`config.mk`:
```
export PLATFORM = sky130hd
export DESIGN_NAME = bfls_exec
export DESIGN_NICKNAME = d
export VERILOG_FILES = /design/src/logic/bfls_pkg.sv /design/src/logic/bfls_alu.sv /design/src/logic/bfls_exec.sv
export VERILOG_INCLUDE_DIRS = /design/src /design/src/logic
export SDC_FILE = /design/constraint.sdc
export NUM_CORES = 1
export LEC_CHECK = 0
export ABC_AREA = 1
export BUFFER_PORTS_ARGS = -buffer_cell sky130_fd_sc_hd__clkbuf_2
export CORE_UTILIZATION = 35
export DETAILED_ROUTE_END_ITERATION = 8
export PLACE_DENSITY = 0.57
export SYNTH_ARGS = -nofsm -noshare
export SYNTH_HDL_FRONTEND = slang
export SYNTH_HIERARCHICAL = 1
export SYNTH_SLANG_ARGS = --single-unit
```
`constraint.sdc`:
```
create_clock -name i_clk -period 2.05 [get_ports i_clk]
set_clock_uncertainty 0.05 [all_clocks]
set_input_delay 0.41 -clock i_clk [delete_from_list [all_inputs] [get_ports i_clk]]
set_output_delay 0.41 -clock i_clk [all_outputs]
set_load 0.005 [all_outputs]
```
`src/logic/bfls_defines.svh`:
```
`ifndef BFLS_DEFINES_SVH
`define BFLS_DEFINES_SVH

// ----------------------------------------------------------------------
// register offsets (byte addresses on the register bus)
// ----------------------------------------------------------------------
`define BFLS_OFF_CMD 12'h000
`define BFLS_OFF_DIRECT 12'h004
`define BFLS_OFF_STATUS_FLAGS 12'h008
`define BFLS_OFF_BUSY 12'h00C

// ----------------------------------------------------------------------
// status flag bit positions
// ----------------------------------------------------------------------
`define BFLS_FLAG_C 0
`define BFLS_FLAG_Z 1
`define BFLS_FLAG_N 2
`define BFLS_FLAG_V 3
`define BFLS_FLAG_S 4
`define BFLS_FLAG_H 5
`define BFLS_FLAG_T 6
`define BFLS_FLAG_I 7

// ----------------------------------------------------------------------
// reset values, pointer pair bases, cycle counts
// ----------------------------------------------------------------------
`define BFLS_RST_FLAGS 8'h00
`define BFLS_PTR_FIRST 5'h1A
`define BFLS_PTR_SECOND 5'h1C
`define BFLS_PTR_THIRD 5'h1E
`define BFLS_CYC_SINGLE 1
`define BFLS_CYC_MEM 2

`endif

```
`src/logic/bfls_pkg.sv`:
```
package bfls_pkg;

    // ------------------------------------------------------------------
    // operations and phases
    // ------------------------------------------------------------------
    typedef enum logic [4:0] {
        OP_ROTATE_RIGHT_CARRY,
        OP_ARITH_SHIFT_RIGHT,
        OP_NIBBLE_SWAP,
        OP_FLAG_FORCE_ONE,
        OP_FLAG_FORCE_ZERO,
        OP_REG_BIT_TO_FLAG,
        OP_FLAG_TO_REG_BIT,
        OP_REG_COPY,
        OP_PAIR_COPY,
        OP_LOAD_PTR,
        OP_LOAD_INC,
        OP_LOAD_DEC,
        OP_LOAD_DISP,
        OP_LOAD_ABS,
        OP_STORE_PTR,
        OP_STORE_INC,
        OP_STORE_DEC
    } bfls_op_t;

    typedef enum logic [1:0] {
        PH_IDLE,
        PH_EXEC,
        PH_MEM
    } bfls_phase_t;

    // ------------------------------------------------------------------
    // command word, low bits first: op, rd, rr, bit, pointer, displacement
    // ------------------------------------------------------------------
    typedef struct packed {
        logic [5:0] disp;
        logic [1:0] ptr;
        logic [2:0] bsel;
        logic [4:0] rr;
        logic [4:0] rd;
        bfls_op_t op;
    } bfls_cmd_t;

    typedef struct packed {
        logic we;
        logic [4:0] addr;
        logic [7:0] data;
    } bfls_rf_wr_t;

    typedef struct packed {
        logic we;
        logic [4:0] addr;
        logic [15:0] data;
    } bfls_pair_wr_t;

    typedef struct packed {
        logic re;
        logic we;
        logic [15:0] addr;
        logic [7:0] wdata;
    } bfls_dm_req_t;

    typedef struct packed {
        bfls_phase_t phase;
        bfls_cmd_t cmd;
        logic [15:0] direct;
        logic [7:0] flags;
        logic [15:0] ptr_next;
        bfls_rf_wr_t rf_wr;
        bfls_pair_wr_t pair_wr;
        bfls_dm_req_t dm;
        logic [31:0] prdata;
        logic pslverr;
    } bfls_state_t;

endpackage : bfls_pkg

```
`src/logic/bfls_alu.sv`:
```
`include "bfls_defines.svh"

module bfls_alu (
    input wire bfls_pkg::bfls_op_t i_op,
    input wire logic [7:0] i_a,
    input wire logic [7:0] i_b,
    input wire logic [2:0] i_bsel,
    input wire logic [7:0] i_flags,
    output logic [7:0] o_res,
    output logic [7:0] o_flags
);

    logic [7:0] sel_mask;

    assign sel_mask = 8'h01 << i_bsel;

    // ------------------------------------------------------------------
    // single cycle register and flag operations
    // ------------------------------------------------------------------
    always_comb begin
        o_res = i_a;
        o_flags = i_flags;
        unique case (i_op)
            bfls_pkg::OP_ROTATE_RIGHT_CARRY: begin
                o_res = {i_flags[`BFLS_FLAG_C], i_a[7:1]};
                o_flags[`BFLS_FLAG_C] = i_a[0];
            end
            bfls_pkg::OP_ARITH_SHIFT_RIGHT: begin
                o_res = {i_a[7], i_a[7:1]};
                o_flags[`BFLS_FLAG_C] = i_a[0];
            end
            bfls_pkg::OP_NIBBLE_SWAP: o_res = {i_a[3:0], i_a[7:4]};
            bfls_pkg::OP_FLAG_FORCE_ONE: o_flags = i_flags | sel_mask;
            bfls_pkg::OP_FLAG_FORCE_ZERO: o_flags = i_flags & ~sel_mask;
            bfls_pkg::OP_REG_BIT_TO_FLAG:
                o_flags[`BFLS_FLAG_T] = i_b[i_bsel];
            bfls_pkg::OP_FLAG_TO_REG_BIT: begin
                o_res = i_flags[`BFLS_FLAG_T] ? (i_a | sel_mask)
                    : (i_a & ~sel_mask);
            end
            bfls_pkg::OP_REG_COPY: o_res = i_b;
            default: o_res = i_a;
        endcase
        if (i_op == bfls_pkg::OP_ROTATE_RIGHT_CARRY
            || i_op == bfls_pkg::OP_ARITH_SHIFT_RIGHT) begin
            o_flags[`BFLS_FLAG_Z] = (o_res == 8'h00);
            o_flags[`BFLS_FLAG_N] = o_res[7];
            o_flags[`BFLS_FLAG_V] = o_res[7] ^ i_a[0];
        end
    end

endmodule : bfls_alu

```
`src/logic/bfls_exec.sv`:
```
// Function
// - rotate right through carry, sets Z C N V, one cycle.
// - arithmetic shift right keeps bit 7, sets Z C N V, one cycle.
// - register bit to flag copies the chosen bit into T only, one cycle.
// - flag to register bit writes T into the chosen bit, no flags, 1 cycle.
// - flag force one or zero changes only the indexed flag, one cycle.
// - post-increment load reads at the pointer, then adds one, 2 cycles.
// - pre-decrement load subtracts one, then reads at the pointer, 2 cycles.
// - displaced load reads at second or third pointer plus q, 2 cycles.
// - absolute load reads the address held in the direct register into rd, 2 cycles.
// - post-increment store writes rr at the pointer, adds one, 2 cycles.
// - pre-decrement store subtracts one, then writes rr there, 2 cycles.
//
// Design decisions made here: the APB register port and the address map.
`include "bfls_defines.svh"

module bfls_exec (
    input wire logic i_clk,
    input wire logic i_rst,
    input wire logic i_psel,
    input wire logic i_penable,
    input wire logic i_pwrite,
    input wire logic [11:0] i_paddr,
    input wire logic [31:0] i_pwdata,
    output logic [31:0] o_prdata,
    output logic o_pready,
    output logic o_pslverr,
    output logic [4:0] o_rf_raddr_a,
    output logic [4:0] o_rf_raddr_b,
    output logic [4:0] o_rf_raddr_p,
    input wire logic [15:0] i_rf_rdata_a,
    input wire logic [15:0] i_rf_rdata_b,
    input wire logic [15:0] i_rf_rdata_p,
    output bfls_pkg::bfls_rf_wr_t o_rf_wr,
    output bfls_pkg::bfls_pair_wr_t o_pair_wr,
    output bfls_pkg::bfls_dm_req_t o_dm_req,
    input wire logic [7:0] i_dm_rdata,
    output logic [7:0] o_status_flags,
    output logic o_busy
);

    bfls_pkg::bfls_state_t q;
    bfls_pkg::bfls_state_t d;
    bfls_pkg::bfls_cmd_t new_cmd;
    logic [7:0] alu_res;
    logic [7:0] alu_flags;
    logic [7:0] a_lo;
    logic [7:0] b_lo;
    logic b_sel_bit;
    logic setup;
    logic access_wr;
    logic is_mem;
    logic is_store;
    logic err_now;
    logic [31:0] rd_mux;

    // ------------------------------------------------------------------
    // helpers
    // ------------------------------------------------------------------
    function automatic logic cmd_ok(bfls_pkg::bfls_cmd_t c);
        logic ok;
        ok = 1'b0;
        unique case (c.op)
            bfls_pkg::OP_LOAD_DISP: ok = (c.ptr == 2'h1) || (c.ptr == 2'h2);
            bfls_pkg::OP_LOAD_PTR, bfls_pkg::OP_LOAD_INC,
            bfls_pkg::OP_LOAD_DEC, bfls_pkg::OP_STORE_PTR,
            bfls_pkg::OP_STORE_INC, bfls_pkg::OP_STORE_DEC:
                ok = (c.ptr != 2'h3);
            bfls_pkg::OP_ROTATE_RIGHT_CARRY, bfls_pkg::OP_ARITH_SHIFT_RIGHT,
            bfls_pkg::OP_NIBBLE_SWAP, bfls_pkg::OP_FLAG_FORCE_ONE,
            bfls_pkg::OP_FLAG_FORCE_ZERO, bfls_pkg::OP_REG_BIT_TO_FLAG,
            bfls_pkg::OP_FLAG_TO_REG_BIT, bfls_pkg::OP_REG_COPY,
            bfls_pkg::OP_PAIR_COPY, bfls_pkg::OP_LOAD_ABS: ok = 1'b1;
            default: ok = 1'b0;
        endcase
        return ok;
    endfunction : cmd_ok

    function automatic logic [4:0] ptr_base(logic [1:0] sel);
        logic [4:0] b;
        b = `BFLS_PTR_FIRST;
        if (sel == 2'h1) begin
            b = `BFLS_PTR_SECOND;
        end else if (sel == 2'h2) begin
            b = `BFLS_PTR_THIRD;
        end
        return b;
    endfunction : ptr_base

    assign new_cmd = bfls_pkg::bfls_cmd_t'(i_pwdata[25:0]);
    assign setup = i_psel && !i_penable;
    assign access_wr = i_psel && i_penable && i_pwrite && !q.pslverr;
    assign a_lo = i_rf_rdata_a[7:0];
    assign b_lo = i_rf_rdata_b[7:0];
    assign b_sel_bit = b_lo[q.cmd.bsel];
    assign is_store = (q.cmd.op == bfls_pkg::OP_STORE_PTR)
        || (q.cmd.op == bfls_pkg::OP_STORE_INC)
        || (q.cmd.op == bfls_pkg::OP_STORE_DEC);
    assign is_mem = is_store || (q.cmd.op == bfls_pkg::OP_LOAD_PTR)
        || (q.cmd.op == bfls_pkg::OP_LOAD_INC)
        || (q.cmd.op == bfls_pkg::OP_LOAD_DEC)
        || (q.cmd.op == bfls_pkg::OP_LOAD_DISP)
        || (q.cmd.op == bfls_pkg::OP_LOAD_ABS);

    bfls_alu u_alu (
        .i_op(q.cmd.op),
        .i_a(a_lo),
        .i_b(b_lo),
        .i_bsel(q.cmd.bsel),
        .i_flags(q.flags),
        .o_res(alu_res),
        .o_flags(alu_flags)
    );

    // ------------------------------------------------------------------
    // register bus decode
    // ------------------------------------------------------------------
    always_comb begin
        rd_mux = 32'h0000_0000;
        err_now = 1'b0;
        unique case (i_paddr)
            `BFLS_OFF_CMD: begin
                rd_mux = {6'h00, q.cmd};
                err_now = i_pwrite && (o_busy || !cmd_ok(new_cmd));
            end
            `BFLS_OFF_DIRECT: rd_mux = {16'h0000, q.direct};
            `BFLS_OFF_STATUS_FLAGS: begin
                rd_mux = {24'h000000, q.flags};
                err_now = i_pwrite && o_busy;
            end
            `BFLS_OFF_BUSY: begin
                rd_mux = {31'h0000_0000, o_busy};
                err_now = i_pwrite;
            end
            default: err_now = 1'b1;
        endcase
    end

    // ------------------------------------------------------------------
    // next state
    // ------------------------------------------------------------------
    always_comb begin
        d = q;
        d.rf_wr.we = 1'b0;
        d.pair_wr.we = 1'b0;
        d.dm.re = 1'b0;
        d.dm.we = 1'b0;
        if (setup) begin
            d.prdata = rd_mux;
            d.pslverr = err_now;
        end
        if (access_wr) begin
            unique case (i_paddr)
                `BFLS_OFF_CMD: begin
                    d.cmd = new_cmd;
                    d.phase = bfls_pkg::PH_EXEC;
                end
                `BFLS_OFF_DIRECT: d.direct = i_pwdata[15:0];
                `BFLS_OFF_STATUS_FLAGS: d.flags = i_pwdata[7:0];
                default: d.direct = q.direct;
            endcase
        end
        unique case (q.phase)
            bfls_pkg::PH_IDLE: d.ptr_next = q.ptr_next;
            bfls_pkg::PH_EXEC: begin
                if (is_mem) begin
                    d.phase = bfls_pkg::PH_MEM;
                    d.dm.re = !is_store;
                    d.dm.we = is_store;
                    d.dm.wdata = b_lo;
                    d.dm.addr = i_rf_rdata_p;
                    d.ptr_next = i_rf_rdata_p;
                    unique case (q.cmd.op)
                        bfls_pkg::OP_LOAD_INC, bfls_pkg::OP_STORE_INC:
                            d.ptr_next = i_rf_rdata_p + 16'h0001;
                        bfls_pkg::OP_LOAD_DEC, bfls_pkg::OP_STORE_DEC: begin
                            d.dm.addr = i_rf_rdata_p - 16'h0001;
                            d.ptr_next = i_rf_rdata_p - 16'h0001;
                        end
                        bfls_pkg::OP_LOAD_DISP:
                            d.dm.addr = i_rf_rdata_p
                                + {10'h000, q.cmd.disp};
                        bfls_pkg::OP_LOAD_ABS: d.dm.addr = q.direct;
                        default: d.ptr_next = i_rf_rdata_p;
                    endcase
                end else begin
                    d.phase = bfls_pkg::PH_IDLE;
                    d.flags = alu_flags;
                    if (q.cmd.op == bfls_pkg::OP_PAIR_COPY) begin
                        d.pair_wr.we = 1'b1;
                        d.pair_wr.addr = q.cmd.rd;
                        d.pair_wr.data = i_rf_rdata_b;
                    end else if (q.cmd.op != bfls_pkg::OP_FLAG_FORCE_ONE
                        && q.cmd.op != bfls_pkg::OP_FLAG_FORCE_ZERO
                        && q.cmd.op != bfls_pkg::OP_REG_BIT_TO_FLAG) begin
                        d.rf_wr.we = 1'b1;
                        d.rf_wr.addr = q.cmd.rd;
                        d.rf_wr.data = alu_res;
                    end
                end
            end
            bfls_pkg::PH_MEM: begin
                d.phase = bfls_pkg::PH_IDLE;
                if (!is_store) begin
                    d.rf_wr.we = 1'b1;
                    d.rf_wr.addr = q.cmd.rd;
                    d.rf_wr.data = i_dm_rdata;
                end
                if (q.cmd.op == bfls_pkg::OP_LOAD_INC
                    || q.cmd.op == bfls_pkg::OP_LOAD_DEC
                    || q.cmd.op == bfls_pkg::OP_STORE_INC
                    || q.cmd.op == bfls_pkg::OP_STORE_DEC) begin
                    d.pair_wr.we = 1'b1;
                    d.pair_wr.addr = ptr_base(q.cmd.ptr);
                    d.pair_wr.data = q.ptr_next;
                end
            end
        endcase
    end

    always_ff @(posedge i_clk) begin
        if (i_rst) begin
            q <= '0;
            q.flags <= `BFLS_RST_FLAGS;
        end else begin
            q <= d;
        end
    end

    // ------------------------------------------------------------------
    // outputs
    // ------------------------------------------------------------------
    assign o_prdata = q.prdata;
    assign o_pready = 1'b1;
    assign o_pslverr = q.pslverr && i_psel && i_penable;
    assign o_rf_raddr_a = q.cmd.rd;
    assign o_rf_raddr_b = q.cmd.rr;
    assign o_rf_raddr_p = ptr_base(q.cmd.ptr);
    assign o_rf_wr = q.rf_wr;
    assign o_pair_wr = q.pair_wr;
    assign o_dm_req = q.dm;
    assign o_status_flags = q.flags;
    assign o_busy = (q.phase != bfls_pkg::PH_IDLE);

    // ------------------------------------------------------------------
    // checks
    // ------------------------------------------------------------------
    logic ex;
    assign ex = (q.phase == bfls_pkg::PH_EXEC);
endmodule : bfls_exec

```
### Yosys cells after proc, flatten, opt, wreduce, memory -nomap -nowiden

Index checks and enable logic that the tools add are counted.

| operators by class | value |
|---|---|
| $add $sub $neg | 3 |
| order comparisons | 1 |
| equality and inequality tests | 55 |
| shift-type cells | 1 |
| mux-type cells | 32 |
| bitwise operators | 8 |
| reductions and logical operators | 47 |

Operators by type and width:

| operator | count |
|---|---|
| $pmux W26 S4 | 1 |
| $eq A5 B4 Y1 const B | 16 |
| $pmux W36 S2 | 1 |
| $mux W52 | 1 |
| $pmux W16 S3 | 1 |
| $mux W22 | 2 |
| $mux W14 | 3 |
| $eq A5 B3 Y1 const B | 8 |
| $pmux W8 S5 | 1 |
| $mux W36 | 1 |
| $mux W8 | 4 |
| $pmux W16 S2 | 1 |
| $mux W28 | 1 |
| $eq A12 B4 Y1 const B | 2 |
| $eq A5 B2 Y1 const B | 4 |
| $add A16 B1 Y16 const B | 1 |
| $add A16 B6 Y16 | 1 |
| $and A8 B8 Y8 | 2 |
| $mux W16 | 1 |
| $or A8 B8 Y8 | 2 |
| $sub A16 B1 Y16 const B | 1 |
| $ne A5 B2 Y1 const B | 3 |
| $ne A5 B3 Y1 const B | 3 |
| $logic_or A1 B1 Y1 | 13 |
| 37 further kinds | 73 |

| storage, ports and cells | value |
|---|---|
| register bits | 163 |
| input bits | 105 |
| output and inout port bits | 120 |
| word-level logic and storage cells | 172 |

### Depth between registers and ports, before layout

| logic depth | value |
|---|---|
| depth in word-level cells | 10 |
| gate-level depth with buffers | 15 |
| depth with buffers taken out | 15 |

### Cells and area by module

Netlist, hierarchy kept.

Modules (own cells, without submodules):

| module | times used | cells an instance | area an instance (um^2) | seq. area each (um^2) |
|---|---|---|---|---|
| bfls_exec | 1 | 1419 | 9330.2 | 3143.0 |
| bfls_alu | 1 | 193 | 898.4 | 0.0 |

### Worst setup path before layout

No wires, ideal clock.

| timing | value |
|---|---|
| path kind | input to register |
| start | input i_rf_rdata_p[0] |
| end | register q (netlist bit o_dm_req[20]) |
| library setup time | 0.132 ns |
| data arrival time | 1.748 ns |
| path slack | 0.120 ns |
| cell stages on the path | 11 |
| buffers on the path | 0 |
| path through | ha_1 inv_1 fa_1 o21ai_0 nand2_1 nand2_1 nand3_1 nand3_1 nand2_1 nand2_1 a21oi_1 |

| on the way | value |
|---|---|
| cells in the longest elaborated chain, start to end | 2 |
| elaborated cells on any way between the ends | 3 |
| classes of those cells | 2 x add/sub; 1 x mux |

Ends and longest elaborated chain:

| element | RTL line | source |
|---|---|---|
| start: declaration | bfls_exec.sv:33 | `input wire logic [15:0] i_rf_rdata_p,` |
| $add A16 B6 Y16 or $sub A16 B1 Y16 (tied branches) | bfls_exec.sv:182, bfls_exec.sv:177 |  |
| $pmux W16 S3 (*) | bfls_exec.sv:173 | `unique case (q.cmd.op)` |
| end: declaration | bfls_exec.sv:42 | `bfls_pkg::bfls_state_t q;` |

Every way passes the cells marked *; elsewhere a longest branch is shown, timed or not.
A chain may end at the register's enable or synchronous reset.

### Final worst setup path

| timing | value |
|---|---|
| start | register q[135] (netlist bit) |
| end | register q (netlist bit o_dm_req[13]) |

| on the way | value |
|---|---|
| cells in the longest elaborated chain, start to end | 9 |
| elaborated cells on any way between the ends | 18 |
| classes of those cells | 8 x eq/ne; 1 x mux; 9 x reduce/logical |

Ends and longest elaborated chain:

| element | RTL line | source |
|---|---|---|
| $eq A5 B4 Y1, on equally long branches | bfls_exec.sv:96, bfls_exec.sv:97 |  |
| $logic_or A1 B1 Y1 | bfls_exec.sv:97 | `\|\| (q.cmd.op == bfls_pkg::OP_STORE_INC)` |
| $logic_or A1 B1 Y1 | bfls_exec.sv:98 | `\|\| (q.cmd.op == bfls_pkg::OP_STORE_DEC);` |
| $logic_or A1 B1 Y1 | bfls_exec.sv:99 | `assign is_mem = is_store \|\| (q.cmd.op == bfls_pkg::OP_LOAD_PTR)` |
| $logic_or A1 B1 Y1 | bfls_exec.sv:100 | `\|\| (q.cmd.op == bfls_pkg::OP_LOAD_INC)` |
| $logic_or A1 B1 Y1 | bfls_exec.sv:101 | `\|\| (q.cmd.op == bfls_pkg::OP_LOAD_DEC)` |
| $logic_or A1 B1 Y1 | bfls_exec.sv:102 | `\|\| (q.cmd.op == bfls_pkg::OP_LOAD_DISP)` |
| $logic_or A1 B1 Y1 | bfls_exec.sv:103 | `\|\| (q.cmd.op == bfls_pkg::OP_LOAD_ABS);` |
| $reduce_and A2 Y1 (no source line) | n/a |  |

Several ways; a longest one is shown, not always the timed one.

==> impl_results.md <==
* Share of layout cells above drive strength 1 at 21.9%
* Highest achievable clock rate at 0.522 GHz
* Run status: completed
* Combinational cell fraction of total power at about 7.3%
* Clock Power Share at 47.6%
* Final Hold Violating Endpoints at 0
* Final setup vio count at 0
* Sequential-to-total area share from yosys stat at 30.7%
* Switching power at ~1.8 mW
* Internal power at 4.94 mW
* Total number of vias at 10,774
* Clock slew at reported path FFs at 0.08 ns
* Per-cell routed wire length at 16.2 um
* Max-Cap Viols at 0
* Fraction of the mapped netlist area in compound gates at roughly 18%
* Critical path class: flop to flop
* Post-Layout Inst Area at 12,100 um^2
* Most common cell in the netlist: sky130_fd_sc_hd__nand2_1
* Via-per-instance ratio at 4.99
* Post-Synthesis Cells at between 1,500 and 2,000
* DR iter-0 viols at 770
* GPL Wtd Cong at 0.909
* Die width at 173 um
* CTS sink cnt at 157
* CTS Buf Count at 17
* Ranking of synthesized cells by area: sky130_fd_sc_hd__dfxtp_1, sky130_fd_sc_hd__nand2_1, sky130_fd_sc_hd__buf_4
* Adder and majority cell fraction of the synthesized area at 1.79%
* Number of distinct library cells after synthesis at 44
* Clock latency at the later pin of the worst-skew pair at 0.44 ns
* Kind of start point of the critical path: flop
* Launch instance of the worst min-delay path: i_pwdata[16]
* Initial Utilization at 35.6%
* Share of the synthesized area in the top cell type at 30.7%
* Main combinational cell family by area after synthesis: simple AND/OR/NAND/NOR gates
* Instance area after placement at approximately 11,000 um^2
* Fill cell instance count of the final layout at 3,130
* Crit-path slowest cell: sky130_fd_sc_hd__dfxtp_4
* Portion of netlist area occupied by mux cells at 0%
* Layout-stage area growth over the synthesis result at 17.9%
* Synthesis-stage register bit count at 157
* Crit. Startpoint: q[135]$_SDFFE_PP0P_
* Number of buffer cells added on primary ports at 200
* Vertical die dimension at 173 um
* Final antenna-violating net count at 0
* Final worst path period share at between 90% and 100%
* Overflow left after global routing at 0
* Post-synthesis simple-gate area fraction at 30.5%
* Fraction of synthesis flops using an asynchronous set or reset pin at 0%
* DR pass1 iterations at 6
* TritonCTS clock tree: done
* Global router's overall resource usage at 23.1%
* Clk buf depth at 2
* Clock root buffer: sky130_fd_sc_hd__clkbuf_16
* Top cells by count, synth: sky130_fd_sc_hd__nand2_1, sky130_fd_sc_hd__inv_1, sky130_fd_sc_hd__a21oi_1, sky130_fd_sc_hd__dfxtp_1, sky130_fd_sc_hd__nand3_1
* Wire length of the first global-routing pass at approximately 55,000 um
* HPWL after detailed placement at 26,500 um
* Sequential share of power at 45.1%
* Cell seen most often among critical-path stages: sky130_fd_sc_hd__nor2_1
* # DRC at 0
* H-tree depth at 4
* Setup crit end kind: flop
* Post-layout minimum cycle time at 1.91 ns
* Top cell type by total area after synthesis: sky130_fd_sc_hd__dfxtp_1
* Std-Cell Rows at 62
* Antenna violations before repair at 0
* Area of the core at 28,700 um^2
* Fraction of power spent switching nets at 26.8%
* Cell area after synthesis at 10,200 um^2
* Unrepaired setup endpoints after global routing: no
* Largest stage delay on the critical path at 0.39 ns
* Worst hold-check slack at 0.166 ns
* Fraction of synthesized cell area in xor and xnor cells at 0.257%
* Dominant register cell in the synthesized netlist: sky130_fd_sc_hd__dfxtp_1
* Count of flip-flops with a built-in enable after synthesis at 0
* Max-slew violations at 0
* Maximum vdd ir drop at 0.408 mV
* Launch point of the worst reg-to-reg path: q[135]$_SDFFE_PP0P_
* Minimum setup slack among reg-to-reg paths at approximately 0.14 ns
* Number of antenna cells inserted at 0
* Cell Chain, Critical Path: nor2_1 -> nand3_2 -> nand3_1 -> clkinv_1 -> buf_4 -> nor2_1 -> o21ai_1 -> nand2_1 -> a21oi_1
* Net count, final at 1,881
* CP required at 2.31 ns
* Mean area per synthesized cell at 6.35 um^2
* Terminus of the critical flop-to-flop path: o_dm_req[13]$_SDFFE_PP0N_
* Arrival time of data at the critical path endpoint at 2.17 ns
* Ys Warns at 6
* Number of global-route vias before repair at 9,930
* Timing endpoint of the critical path: o_dm_req[13]$_SDFFE_PP0N_
* Top-level port count at 225
* Final wirelength at 34,900 um
* Highest net fanout along the worst path at 17
* Static leakage at 5.41 nW
* Power density over the cells at 560 nW/um^2
* Pin count of the biggest net entering global routing at 94
* Hold Path Class: input pin to flop
* Area of the die at ~30,000 um^2
* Number of cells traversed by the worst hold path at 3
* Length in cells of the worst reg-to-reg path at 9
## power groups by stage
stage | sequential (mW) | combinational [mW] | clock (mW)
2_1_floorplan | 3.12 | 0.245 | 0
3_3_place_gp | 3.12 | 0.483 | 0
3_5_place_dp | 3.12 | 0.486 | 0
4_1_cts | 3.05 | 0.488 | 3.28
5_1_grt | 3.04 | 0.539 | 3.40
6_report | 3.05 | 0.492 | 3.21
## registers in the layout, indices dropped and copies added, names as in the netlist
register,count
o_rf_raddr_a,5
o_dm_req,26
o_status_flags,8
q,51
o_rf_raddr_b,5
o_pair_wr,22
o_prdata,26
o_rf_wr,14
## critical path: cells and delay by family (launching register included)
kind	cells	cell delay, ns
AOI/OAI and AO/OA	2	0.14
buffers and inverters	2	0.34
DFF	1	0.39
and+or+nand+nor	5	0.89
## stage by stage
step / instances / util [%] / worst slack (ns) / setup TNS (ns) / power, mW
finish: 2159 / 42.0 / 0.136 / 0 / 6.75
floorplan: 1620 / - / 0.120 / 0 / 3.36
CTS: 2159 / 41.9 / 0.0140 / 0 / 6.82
detailed placement: 2127 / 39.8 / -0.0880 / -0.765 / 3.61
global route: 2159 / 42.0 / 0.00321 / 0 / 6.98
global placement: 2127 / 39.8 / -0.0443 / -0.303 / 3.60
## metal layers
layer,vias to the layer above,track usage [%],part of all wire [%]
li1,5448,-,-
met1,4892,32.4,48
met2,385,36.3,44
met3,49,3.78,5.8
met4,0,6.82,2.2
met5,-,0,0
## cell usage in the layout (no fill, tap or decap), drive strengths merged, types with 3 or more instances in the layout
cell     netlist  routed
buf          154     111
o21ai        128     128
nand4         30      30
nand2        412     412
clkinv         3       8
ha            13      13
conb           2      10
a22oi          3       3
inv          182     190
a41oi          5       5
o211ai        15      15
or2            3       3
clkbuf        33     217
xor2           3       3
dfxtp        157     157
a21oi        157     157
nor2         119     119
o22ai         19      19
nand3        146     146
nor3           9       9
o2111ai        4       4
a31oi          8       8
## cell type report
class | instances | area, um^2 | share of cell area, %
multi-input cells | 1091 | 5220 | 43.3
clock inverters | 14 | 151 | 1.26
clock buffers | 18 | 429 | 3.56
repair buffers | 310 | 1920 | 15.9
well taps | 384 | 480 | 3.98
inverters | 185 | 697 | 5.78
flip-flops and latches | 157 | 3160 | 26.2
## worst min path at each step
stage / to / slack, ns
finish: q[151]$_SDFFE_PP0P_ / 0.17
detailed placement: o_pair_wr[16]$_SDFFE_PP0P_ / 0.40
global route: q[155]$_SDFFE_PP0P_ / 0.16
floorplan: o_pair_wr[16]$_SDFFE_PP0P_ / 0.37
global placement: o_pair_wr[16]$_SDFFE_PP0P_ / 0.39
CTS: q[151]$_SDFFE_PP0P_ / 0.15
## cells by family (layout without fill, tap and decap cells)
| kind of cell | count (synthesis) | after routing |
|---|---|---|
| flip-flops | 157 | 157 |
| AND/OR/NAND/NOR | 723 | 723 |
| adder cells (fa/ha/maj) | 14 | 14 |
| buffers and inverters | 372 | 527 |
| AO/OA/AOI/OAI | 341 | 341 |
| other | 2 | 10 |
| XOR/XNOR | 3 | 3 |
## what timing repair did
item / 4_1_cts / 5_1_grt
gates resized for setup: 2 / 17
hold buffers: 0 / 0
pin swaps: 0 / 2
setup endpoints to repair: 2 / 55
buffers inserted: 0 / 0
(Power assumes the default switching activity.)
